### config.mk
export PLATFORM = sky130hd
export DESIGN_NAME = pad_lowpower_route_hold
export DESIGN_NICKNAME = d
export VERILOG_FILES = /design/src/pkg/pad_lp_pkg.sv /design/src/rtl/pad_hold_cell.sv /design/src/rtl/sig_index_info.sv /design/src/rtl/pad_lowpower_route_hold.sv
export SDC_FILE = /design/constraint.sdc
export NUM_CORES = 1
export LEC_CHECK = 0
export BUFFER_PORTS_ARGS = -buffer_cell sky130_fd_sc_hd__clkbuf_2
export CAP_MARGIN = 20
export CORE_AREA = 10 10 385 387
export CTS_BUF_LIST = sky130_fd_sc_hd__clkbuf_4 sky130_fd_sc_hd__clkbuf_8 sky130_fd_sc_hd__clkbuf_16
export CTS_CLUSTER_DIAMETER = 120
export DETAILED_ROUTE_END_ITERATION = 10
export DIE_AREA = 0 0 395 397
export MAX_ROUTING_LAYER = met4
export PLACE_DENSITY = 0.37
export RECOVER_POWER = 100
export SYNTH_ARGS = -nofsm -noshare
export SYNTH_HDL_FRONTEND = slang
export SYNTH_SLANG_ARGS = --single-unit
export TNS_END_PERCENT = 5
### constraint.sdc
create_clock -name clk -period 2.6 [get_ports clk]
set_input_delay 0.52 -clock clk [delete_from_list [all_inputs] [get_ports clk]]
set_output_delay 0.52 -clock clk [all_outputs]
set_load 0.005 [all_outputs]
### src/pkg/pad_lp_pkg.sv
package pad_lp_pkg;
  localparam int NUM_PADS = 34;
  localparam int NUM_LP_PINS = 18;
  localparam int DRV_W = 2;
  localparam int PAD_IDX_W = 6;
  localparam int SIG_IDX_W = 8;
  // Held bundle: out, oe, drive, pull-up, pull-down
  localparam int HOLD_W = 4 + DRV_W;
  localparam logic ROUTE_MAIN_RESET = 1'b1;
  localparam logic VSEL_1V8 = 1'b1;
  localparam logic VSEL_LP_DOMAIN = 1'b0;
  localparam logic HOLD_RESET = 1'b0;
  // Low-power pin number to pad number, low-power pin 0 rightmost
  localparam logic [NUM_LP_PINS-1:0][PAD_IDX_W-1:0] LP_PAD_MAP = {
    6'h11, 6'h10, 6'h0F, 6'h0E, 6'h0D, 6'h0C, 6'h0B, 6'h0A, 6'h09,
    6'h08, 6'h07, 6'h06, 6'h05, 6'h04, 6'h03, 6'h02, 6'h01, 6'h00};
  typedef enum logic [1:0]
  {
    STRAP_WAIT = 2'b00,
    STRAP_DONE = 2'b01
  } strap_state_t;
endpackage

### src/rtl/pad_hold_cell.sv
`timescale 1ns/1ns
module pad_hold_cell
  import pad_lp_pkg::*;
#(
  parameter int W = HOLD_W
)
(
  input wire logic clk,
  input wire logic npor,
  input wire logic holdEn,
  input wire logic [W-1:0] live,
  output logic [W-1:0] out,
  output logic held
);
  logic [W-1:0] saved;
  logic [W-1:0] next_saved;
  logic next_held;

  // Only power-on reset clears it, so core and system resets pass through
  always_comb
  begin
    next_saved = saved;
    next_held = holdEn;
    if (holdEn && !held)
    begin
      next_saved = live;
    end
  end

  always_ff @(posedge clk)
  begin
    if (!npor)
    begin
      saved <= '0;
      held <= HOLD_RESET;
    end
    else
    begin
      saved <= next_saved;
      held <= next_held;
    end
  end

  // First hold cycle passes live state, which is exactly what gets captured
  assign out = held ? saved : live;
endmodule

### src/rtl/sig_index_info.sv
`timescale 1ns/1ns
module sig_index_info
  import pad_lp_pkg::*;
(
  input wire logic clk,
  input wire logic nrst,
  input wire logic [SIG_IDX_W-1:0] sigIndex,
  output logic sigHasInput,
  output logic sigHasOutput,
  output logic sigDirectBypass
);
  logic next_in;
  logic next_out;
  logic next_direct;

  // Gaps in the numbering answer with no input and no output
  always_comb
  begin
    next_in = sigIndex inside {[8'h00:8'h12], [8'h17:8'h24], [8'h27:8'h3A],
      [8'h3D:8'h5A], [8'h5F:8'h7C], [8'h8C:8'h9B], [8'hA4:8'hB5],
      [8'hBE:8'hC3], [8'hC6:8'hCE]};
    next_out = sigIndex inside {[8'h00:8'h12], [8'h17:8'h25], [8'h3D:8'h79],
      [8'h8C:8'hB6], [8'hE0:8'hE4]};
    next_direct = sigIndex inside {[8'h00:8'h05], [8'h08:8'h0F],
      [8'h11:8'h12], [8'h3F:8'h44]};
  end

  always_ff @(posedge clk)
  begin
    if (!nrst)
    begin
      sigHasInput <= 1'b0;
      sigHasOutput <= 1'b0;
      sigDirectBypass <= 1'b0;
    end
    else
    begin
      sigHasInput <= next_in;
      sigHasOutput <= next_out;
      sigDirectBypass <= next_direct;
    end
  end
endmodule

### src/rtl/pad_lowpower_route_hold.sv
`timescale 1ns/1ns
// Functional notes
// Each low-power pin has a route-to-main-mux bit, reset to 1.
// Cleared route bit connects pad input and output to low-power subsystem.
// Low-power routed pad follows its pin control fields; analog enabled.
// Low-power pin numbering maps to pad numbering through a fixed table.
// Sleep-set select high during light sleep picks the sleep control set.
// Sleep drive, pulls and output enable replace normal fields and matrix enable.
// Sleep-set select low or normal execution keeps the normal fields.
// Every pad has its own hold enable in a low-power domain register.
// Held pad keeps captured state whatever internal or routing changes occur.
// Hold state survives core and system resets.
// Strap sampled at reset: high gives 1.8V, low the low-power supply level.
// Fuse sets default supply choice; software override wins afterwards.
// Signal index names at most one input and output; some allow bypass.
// Low-power pads keep output in deep sleep and may wake the device.
// Light-sleep status input switches control sets combinationally per pad.
// Hold captures out, enable, drive and pulls on rise; clear releases.
module pad_lowpower_route_hold
  import pad_lp_pkg::*;
#(
  parameter int NPADS = NUM_PADS,
  parameter int NLP = NUM_LP_PINS
)
(
  input wire logic clk,
  input wire logic nrst,
  input wire logic npor,
  input wire logic routeWrEn,
  input wire logic [NLP-1:0] routeWrData,
  output logic [NLP-1:0] padRouteToMainMux,
  input wire logic [NPADS-1:0] muxOut,
  input wire logic [NPADS-1:0] matrixOutputEnableSel,
  input wire logic [NPADS-1:0][DRV_W-1:0] normalDriveStrength,
  input wire logic [NPADS-1:0] normalPullUp,
  input wire logic [NPADS-1:0] normalPullDown,
  input wire logic [NPADS-1:0] sleepSetSelect,
  input wire logic [NPADS-1:0][DRV_W-1:0] sleepDriveStrength,
  input wire logic [NPADS-1:0] sleepPullUp,
  input wire logic [NPADS-1:0] sleepPullDown,
  input wire logic [NPADS-1:0] sleepOutputEnable,
  output logic [NPADS-1:0] mainIn,
  input wire logic [NLP-1:0] lpOut,
  input wire logic [NLP-1:0] lpOe,
  input wire logic [NLP-1:0][DRV_W-1:0] lpDrive,
  input wire logic [NLP-1:0] lpPullUp,
  input wire logic [NLP-1:0] lpPullDown,
  input wire logic [NLP-1:0] lpWakeEn,
  output logic [NLP-1:0] lpIn,
  output logic [NLP-1:0] lpAnalogEn,
  output logic [NLP-1:0] lpWakeReq,
  input wire logic lightSleep,
  input wire logic deepSleep,
  input wire logic holdWrEn,
  input wire logic [NPADS-1:0] holdWrData,
  output logic [NPADS-1:0] holdEnable,
  input wire logic [NPADS-1:0] padIn,
  output logic [NPADS-1:0] padOut,
  output logic [NPADS-1:0] padOe,
  output logic [NPADS-1:0][DRV_W-1:0] padDrive,
  output logic [NPADS-1:0] padPullUp,
  output logic [NPADS-1:0] padPullDown,
  output logic [NPADS-1:0] padHeld,
  input wire logic voltageStrapPad,
  input wire logic fuseVoltForce,
  input wire logic fuseVoltSel1v8,
  input wire logic swVoltOverride,
  input wire logic swVoltSel1v8,
  output logic sdioVolt1v8,
  input wire logic [SIG_IDX_W-1:0] sigIndex,
  output logic sigHasInput,
  output logic sigHasOutput,
  output logic sigDirectBypass
);
  logic [NLP-1:0] next_route;
  logic [NLP-1:0] keepOut;
  logic [NLP-1:0] keepOe;
  logic [NLP-1:0] next_keepOut;
  logic [NLP-1:0] next_keepOe;
  logic [NLP-1:0] next_wake;
  logic [NLP-1:0] lpOutEff;
  logic [NLP-1:0] lpOeEff;
  strap_state_t strapState;
  strap_state_t next_strapState;
  logic strapSel;
  logic next_strapSel;
  logic next_volt;
  logic [NPADS-1:0] next_hold;
  logic [NPADS-1:0] lpRouted;
  logic [NPADS-1:0] useSleep;
  logic [NPADS-1:0] liveOut;
  logic [NPADS-1:0] liveOe;
  logic [NPADS-1:0][DRV_W-1:0] liveDrive;
  logic [NPADS-1:0] livePullUp;
  logic [NPADS-1:0] livePullDown;
  logic [NPADS-1:0][HOLD_W-1:0] liveVec;
  logic [NPADS-1:0][HOLD_W-1:0] heldVec;

  // Core-domain control: route bits, strap, deep-sleep keep and wake
  always_comb
  begin
    next_route = padRouteToMainMux;
    if (routeWrEn)
    begin
      next_route = routeWrData;
    end
    next_strapState = strapState;
    next_strapSel = strapSel;
    // Strap is caught on the first edge after release, never by the reset
    if (strapState == STRAP_WAIT)
    begin
      next_strapSel = voltageStrapPad;
      next_strapState = STRAP_DONE;
    end
    // Fuse picks the default, software wins over both
    if (swVoltOverride)
    begin
      next_volt = swVoltSel1v8;
    end
    else if (fuseVoltForce)
    begin
      next_volt = fuseVoltSel1v8;
    end
    else
    begin
      next_volt = next_strapSel ? VSEL_1V8 : VSEL_LP_DOMAIN;
    end
    // Output level frozen at deep-sleep entry, tracked otherwise
    next_keepOut = deepSleep ? keepOut : lpOut;
    next_keepOe = deepSleep ? keepOe : lpOe;
    next_wake = {NLP{deepSleep}} & ~padRouteToMainMux & lpWakeEn & lpIn;
  end

  always_ff @(posedge clk)
  begin
    if (!nrst)
    begin
      padRouteToMainMux <= {NLP{ROUTE_MAIN_RESET}};
      strapState <= STRAP_WAIT;
      strapSel <= 1'b0;
      sdioVolt1v8 <= VSEL_LP_DOMAIN;
      keepOut <= '0;
      keepOe <= '0;
      lpWakeReq <= '0;
    end
    else
    begin
      padRouteToMainMux <= next_route;
      strapState <= next_strapState;
      strapSel <= next_strapSel;
      sdioVolt1v8 <= next_volt;
      keepOut <= next_keepOut;
      keepOe <= next_keepOe;
      lpWakeReq <= next_wake;
    end
  end

  // Hold enables live in the low-power domain: power-on reset only
  always_comb
  begin
    next_hold = holdEnable;
    if (holdWrEn)
    begin
      next_hold = holdWrData;
    end
  end

  always_ff @(posedge clk)
  begin
    if (!npor)
    begin
      holdEnable <= {NPADS{HOLD_RESET}};
    end
    else
    begin
      holdEnable <= next_hold;
    end
  end

  assign lpOutEff = deepSleep ? keepOut : lpOut;
  assign lpOeEff = deepSleep ? keepOe : lpOe;
  assign lpAnalogEn = ~padRouteToMainMux;

  // Pad-side selection; purely combinational so set changes take effect at once
  always_comb
  begin
    lpRouted = '0;
    lpIn = '0;
    for (int p = 0; p < NPADS; p++)
    begin
      useSleep[p] = sleepSetSelect[p] & lightSleep;
      if (useSleep[p])
      begin
        liveOe[p] = sleepOutputEnable[p];
        liveDrive[p] = sleepDriveStrength[p];
        livePullUp[p] = sleepPullUp[p];
        livePullDown[p] = sleepPullDown[p];
      end
      else
      begin
        liveOe[p] = matrixOutputEnableSel[p];
        liveDrive[p] = normalDriveStrength[p];
        livePullUp[p] = normalPullUp[p];
        livePullDown[p] = normalPullDown[p];
      end
      liveOut[p] = muxOut[p];
    end
    for (int l = 0; l < NLP; l++)
    begin
      if (!padRouteToMainMux[l])
      begin
        lpRouted[LP_PAD_MAP[l]] = 1'b1;
        lpIn[l] = padIn[LP_PAD_MAP[l]];
        liveOut[LP_PAD_MAP[l]] = lpOutEff[l];
        liveOe[LP_PAD_MAP[l]] = lpOeEff[l];
        liveDrive[LP_PAD_MAP[l]] = lpDrive[l];
        livePullUp[LP_PAD_MAP[l]] = lpPullUp[l];
        livePullDown[LP_PAD_MAP[l]] = lpPullDown[l];
      end
    end
    // Main mux sees a quiet zero from pads handed to the low-power side
    mainIn = padIn & ~lpRouted;
    for (int p = 0; p < NPADS; p++)
    begin
      liveVec[p] = {liveOut[p], liveOe[p], liveDrive[p], livePullUp[p], livePullDown[p]};
      {padOut[p], padOe[p], padDrive[p], padPullUp[p], padPullDown[p]} = heldVec[p];
    end
  end

  // One hold cell per pad, independent of routing and resets of the core
  for (genvar p = 0; p < NPADS; p++)
  begin : g_hold
    pad_hold_cell #(
      .W(HOLD_W)
    ) u_hold (
      .clk(clk),
      .npor(npor),
      .holdEn(holdEnable[p]),
      .live(liveVec[p]),
      .out(heldVec[p]),
      .held(padHeld[p])
    );
  end

  sig_index_info u_sig (
    .clk(clk),
    .nrst(nrst),
    .sigIndex(sigIndex),
    .sigHasInput(sigHasInput),
    .sigHasOutput(sigHasOutput),
    .sigDirectBypass(sigDirectBypass)
  );

  // Checks watch low-power pin 0 and the last pad as representatives
  localparam int LP0 = int'(LP_PAD_MAP[0]);
  localparam int TOP = NPADS - 1;
endmodule

## After elaboration in Yosys (flattened, before gate mapping)

Cells that the tools add are included.

- Flip-flop bits (word level): 350
- Bits of input ports: 640
- Output and inout bits: 382
- Logic and storage cells: 539

- Order comparisons: 29
- Multiplexer cells: 302
- Bitwise logic cells: 40
- Reductions and logical operators: 89

Operators by type and width:

| kind | number |
|---|---|
| $mux 1 | 214 |
| $mux 6 | 34 |
| $mux 2 | 52 |
| $and 18x18->18 | 3 |
| $logic_and 1x1->1 | 51 |
| $le 8x8->1 const B | 6 |
| $ge 8x8->1 const B | 5 |
| $mux 18 | 2 |
| $and 1x1->1 | 34 |
| $and 34x34->34 | 1 |
| $logic_not 1->1 | 34 |
| $not 18->34 | 1 |
| $le 8x7->1 const B | 4 |
| $ge 8x6->1 const B | 3 |
| $le 8x6->1 const B | 3 |
| $not 18->18 | 1 |
| $ge 8x5->1 const B | 2 |
| $reduce_bool 9->1 | 1 |
| $ge 8x1->1 const B | 1 |
| $ge 8x4->1 const B | 1 |
| $ge 8x7->1 const B | 1 |
| $le 8x3->1 const B | 1 |
| $le 8x4->1 const B | 1 |
| $le 8x5->1 const B | 1 |
| 3 further kinds | 3 |

## Depth between registers and ports, before layout

- Depth in word-level cells: 5
- Depth in mapped cells: 7
- Depth with buffers taken out: 5

## Cells and area by module

A second synthesis with hierarchy kept.

- Cells, all modules: 2,241
- Area, all modules: 20,972.6 um^2

Modules (own cells, without submodules):

| module | times used | cells each | area an instance (um^2) | sequential area each (um^2) |
|---|---|---|---|---|
| pad_hold_cell | 34 | 36 | 360.3 | 140.1 |
| pad_lowpower_route_hold | 1 | 936 | 8,110.3 | 2,182.1 |
| sig_index_info | 1 | 81 | 610.6 | 60.1 |

## Worst setup path after synthesis

No wires, ideal clock.

- Path kind: input to output
- Start point: in lightSleep
- End point: out padDrive[40] (netlist name)
- Data arrival time: 1.584 ns
- Data required time: 2.080 ns
- Slack: 0.496 ns
- Stages: 5
- Buffers on the path: 2
- Cells stage by stage: buf_2 -> buf_4 -> nand2_1 -> mux2_2 -> mux2_2

RTL lines:

| item | RTL line | source |
|---|---|---|
| start, declared | pad_lowpower_route_hold.sv:52 | `input wire logic lightSleep,` |
| end, declared | pad_lowpower_route_hold.sv:60 | `output logic [NPADS-1:0][DRV_W-1:0] padDrive,` |

## Worst setup path in the final report

- Start point: reg g_hold[14].u_hold.held
- End point: out padPullDown[14]

- Word-level cells in the longest chain between the ends: 1

RTL lines:

| item | RTL line | source |
|---|---|---|
| start, declared | pad_hold_cell.sv:13 | `output logic held` |
| start signal, assigned | pad_hold_cell.sv:40 | `held <= next_held;` |
| $mux 6 | pad_hold_cell.sv:45 | `assign out = held ? saved : live;` |
| end, declared | pad_lowpower_route_hold.sv:62 | `output logic [NPADS-1:0] padPullDown,` |

Every way passes these cells.

==> impl_metrics.toml <==
[cts]
htreeDepth = 2
clockRootBuffer = "clkbuf_16"
numCtsBuffers = 48
clock_latency_ps = 630
clk_pin_slew_ps = 60
cts_tree = "done"
cts_sinks = 350
cts_hold_buf = 0
cts_buffer_depth = 3

[yosys]
yosys.area_share.adder_pct = 0.05126
synth_mux_area_share_pct = 35.09
ys_top_cells_by_area = "dfxtp_1, mux2i_1, mux2_2"
synthDistinctLibCells = 37
netlist_area_um2 = 19530
synth_top_family_by_area = "multiplexers"
syn_avg_cell_area_um2 = 9.553
synthSimpleGateAreaFrac_pct = 17.01
synth_edf_count = 0
yosys-top-cells-count = "mux2i_1, dfxtp_1, mux2_2"
ys_seq_area_share_pct = 35.88
yosys.area.top_type = "dfxtp_1"
yosysTopAreaCellShare_pct = 35.88
ys_warn_count = 0
ys_ff_latch = 350
syn_inst = 2044
synth_ff_type = "dfxtp_1"
synth-xor-area-share_pct = 0.04485
syn_nets = 2684
synth-async-reset-ratio_pct = 0
yosysMostFrequentCell = "mux2i_1"
synth_compound_area_share_pct = 4.498

[floorplan]
num_io_pins = 1022
core_um2 = 140600
start_util_pct = 13.89
die_w_um = 395
std_cell_rows = 138
die_area_um2 = 156800
die_y_um = 397

[placement]
place_ws_ps = -10.73
hpwl_um = 96040
gp_congestion = 0.8441
place_area_um2 = 26200
dp_cells = 4749
port_buffers = 989

[setup_path]
critPathMaxFanout = 10
cp_num_buf_inv = 1
required_ps = 2080
cpMaxStageDelayCell = "dfxtp_1"
r2r-start = "g_hold[12].u_hold.held"
critical-path-max-stage-delay_ps = 760
r2r_end = "g_hold[12].u_hold.saved[4]"
critPathCaptureType = "output pin"
cp_cell_sequence = "mux2_2 -> clkbuf_2"
cp-start-kind = "flop"
path_delay_family = "flip-flops"
r2r_slack_ps = 720
crit_arrival_ps = 2010
critical_path_class = "flop to output pin"
worstRegToRegCells = 3

[finish]
fin_util_pct = 19.72
layout-drive-gt1-share_pct = 45.06
fin_cells = 4863
area_growth_pct = 41.97
nets = 3551
postLayoutCellArea_um2 = 27720

[sta]
setup_viol = 0
period_share_pct = 97.34
relSlewSlack_pct = -43.89
period_minus_slack_ps = 2531
fin_worst_skew_ps = 18.58
worstMarginPinSlew_ps = 2157
fin_ws_ps = 69.23
hold_slack_ps = 109.5
drv_slew = 147
hold_viol = 0
max_freq_mhz = 395.1

[drt]
drcViolationCount = 0
wire_per_inst_um = 23.24
vias_per_cell = 3.654
final_antenna_net_count = 0
vias = 17770
dr.first_iter.drc_count = 770
wl_um = 113000
drt_first_pass_iters = 5

[global_routing]
grt_max_degree = 67
grt_use_total_pct = 14.02
grt_pass1_vias = 18700
antenna_found_initial = 52
grt_overflow = 0
grt_first_pass_wirelength_um = 151900

[worst_hold_path]
min_to = "padRouteToMainMux[0]"
hp-class = "input port to flop"
hold_depth = 3
min_from = "routeWrData[0]"

[power]
p_per_area_nw_per_um2 = 578.0
ir_drop_uv = 436.0
p_leak_nw = 12.09

[flow_run]
max-cap-violations = 3

[run_status]
outcome = "finished with violations"
violations = "max-capacitance violations, max-slew violations"
flip-flops by register name (all words and copies together), names as in the netlist:
name                   count
holdEnable                34
g_hold.u_hold.saved      204
keepOut                   18
strapSel                   1
g_hold.u_hold.held        34
lpWakeReq                 18
sdioVolt1v8                1
strapState                 1
u_sig.sigHasOutput         1
padRouteToMainMux         18
u_sig.sigHasInput          1
u_sig.sigDirectBypass      1
keepOe                    18
worst reg2reg max path: cells and delay by family, from the launching register on:
kind	cells	cell delay [ps]
flip-flops	1	500
multiplexers	1	180
AND/OR/NAND/NOR	2	1080
cell families after synthesis:
kind of cell / Yosys count
mux: 649
simple gates: 595
xor+xnor: 1
flops: 350
compound gates: 157
buf+inv: 291
fa+ha+maj: 1
worst max path at each step:
stage / to / cells past startpoint / from
6_report: padPullDown[14] / 2 / g_hold[14].u_hold.held
5_1_grt: padOut[13] / 4 / padRouteToMainMux[13]
4_1_cts: padOut[13] / 4 / padRouteToMainMux[13]
3_5_place_dp: padOe[0] / 6 / deepSleep
3_3_place_gp: padOe[0] / 6 / deepSleep
2_1_floorplan: padDrive[40] / 5 / lightSleep
power by group:
group	internal (W)	switching [W]
Clock	0.00406	0.00282
Sequential	0.00564	0.000255
Combinational	0.00159	0.00165
Total	0.0113	0.00473
area by class of cell:
class                           instances  area (µm²)
Sequential cell                       350        7033
Tap cell                             1890        2365
Clock buffer                           74        1496
Clock inverter                         12       126.4
Timing Repair Buffer                 1050        5338
Multi-Input combinational cell       1403       11080
Fill cell                           16010      112800
Antenna cell                           26       65.06
Inverter                               58       221.5
placed cells by master (no fill, tap or decap), drive strengths merged, types with 2 or more instances in the layout:
cell / n
dfxtp: 350
buf: 51
o211ai: 20
a311oi: 2
inv: 58
a21oi: 77
nor3: 2
nand4: 2
mux2i: 365
nor2b: 274
diode: 26
clkbuf: 1073
clkinv: 10
nor2: 83
nand2: 94
nand3: 6
o21ai: 45
a2bb2oi: 2
nor4: 3
o31a: 2
and3: 18
mux2: 284
and2: 110
a31oi: 3
stage by stage:
step | total power (W) | TNS, ps
after floorplan | 0.007601 | 0
after global placement | 0.009368 | -28.39
after detailed placement | 0.009366 | -10.73
after CTS | 0.01649 | -60.92
after global routing | 0.01686 | -4.140
final | 0.01602 | 0
metal layers:
| layer | wire (µm) | GRT usage (%) | up-vias |
|---|---|---|---|
| li1 | - | - | 8622 |
| met1 | 47690 | 16.37 | 8287 |
| met2 | 53650 | 23.00 | 723 |
| met3 | 8999 | 4.569 | 138 |
| met4 | 2660 | 3.773 | 0 |
| met5 | 0 | - | - |
timing repair:
| action | in CTS | in global routing |
|---|---|---|
| resized for setup | 18 | 6 |
| gates cloned | 0 | 0 |
| endpoints found under the setup margin | 30 | 5 |
| setup buffers | 0 | 2 |
Power figures use the tool's default switching activity.
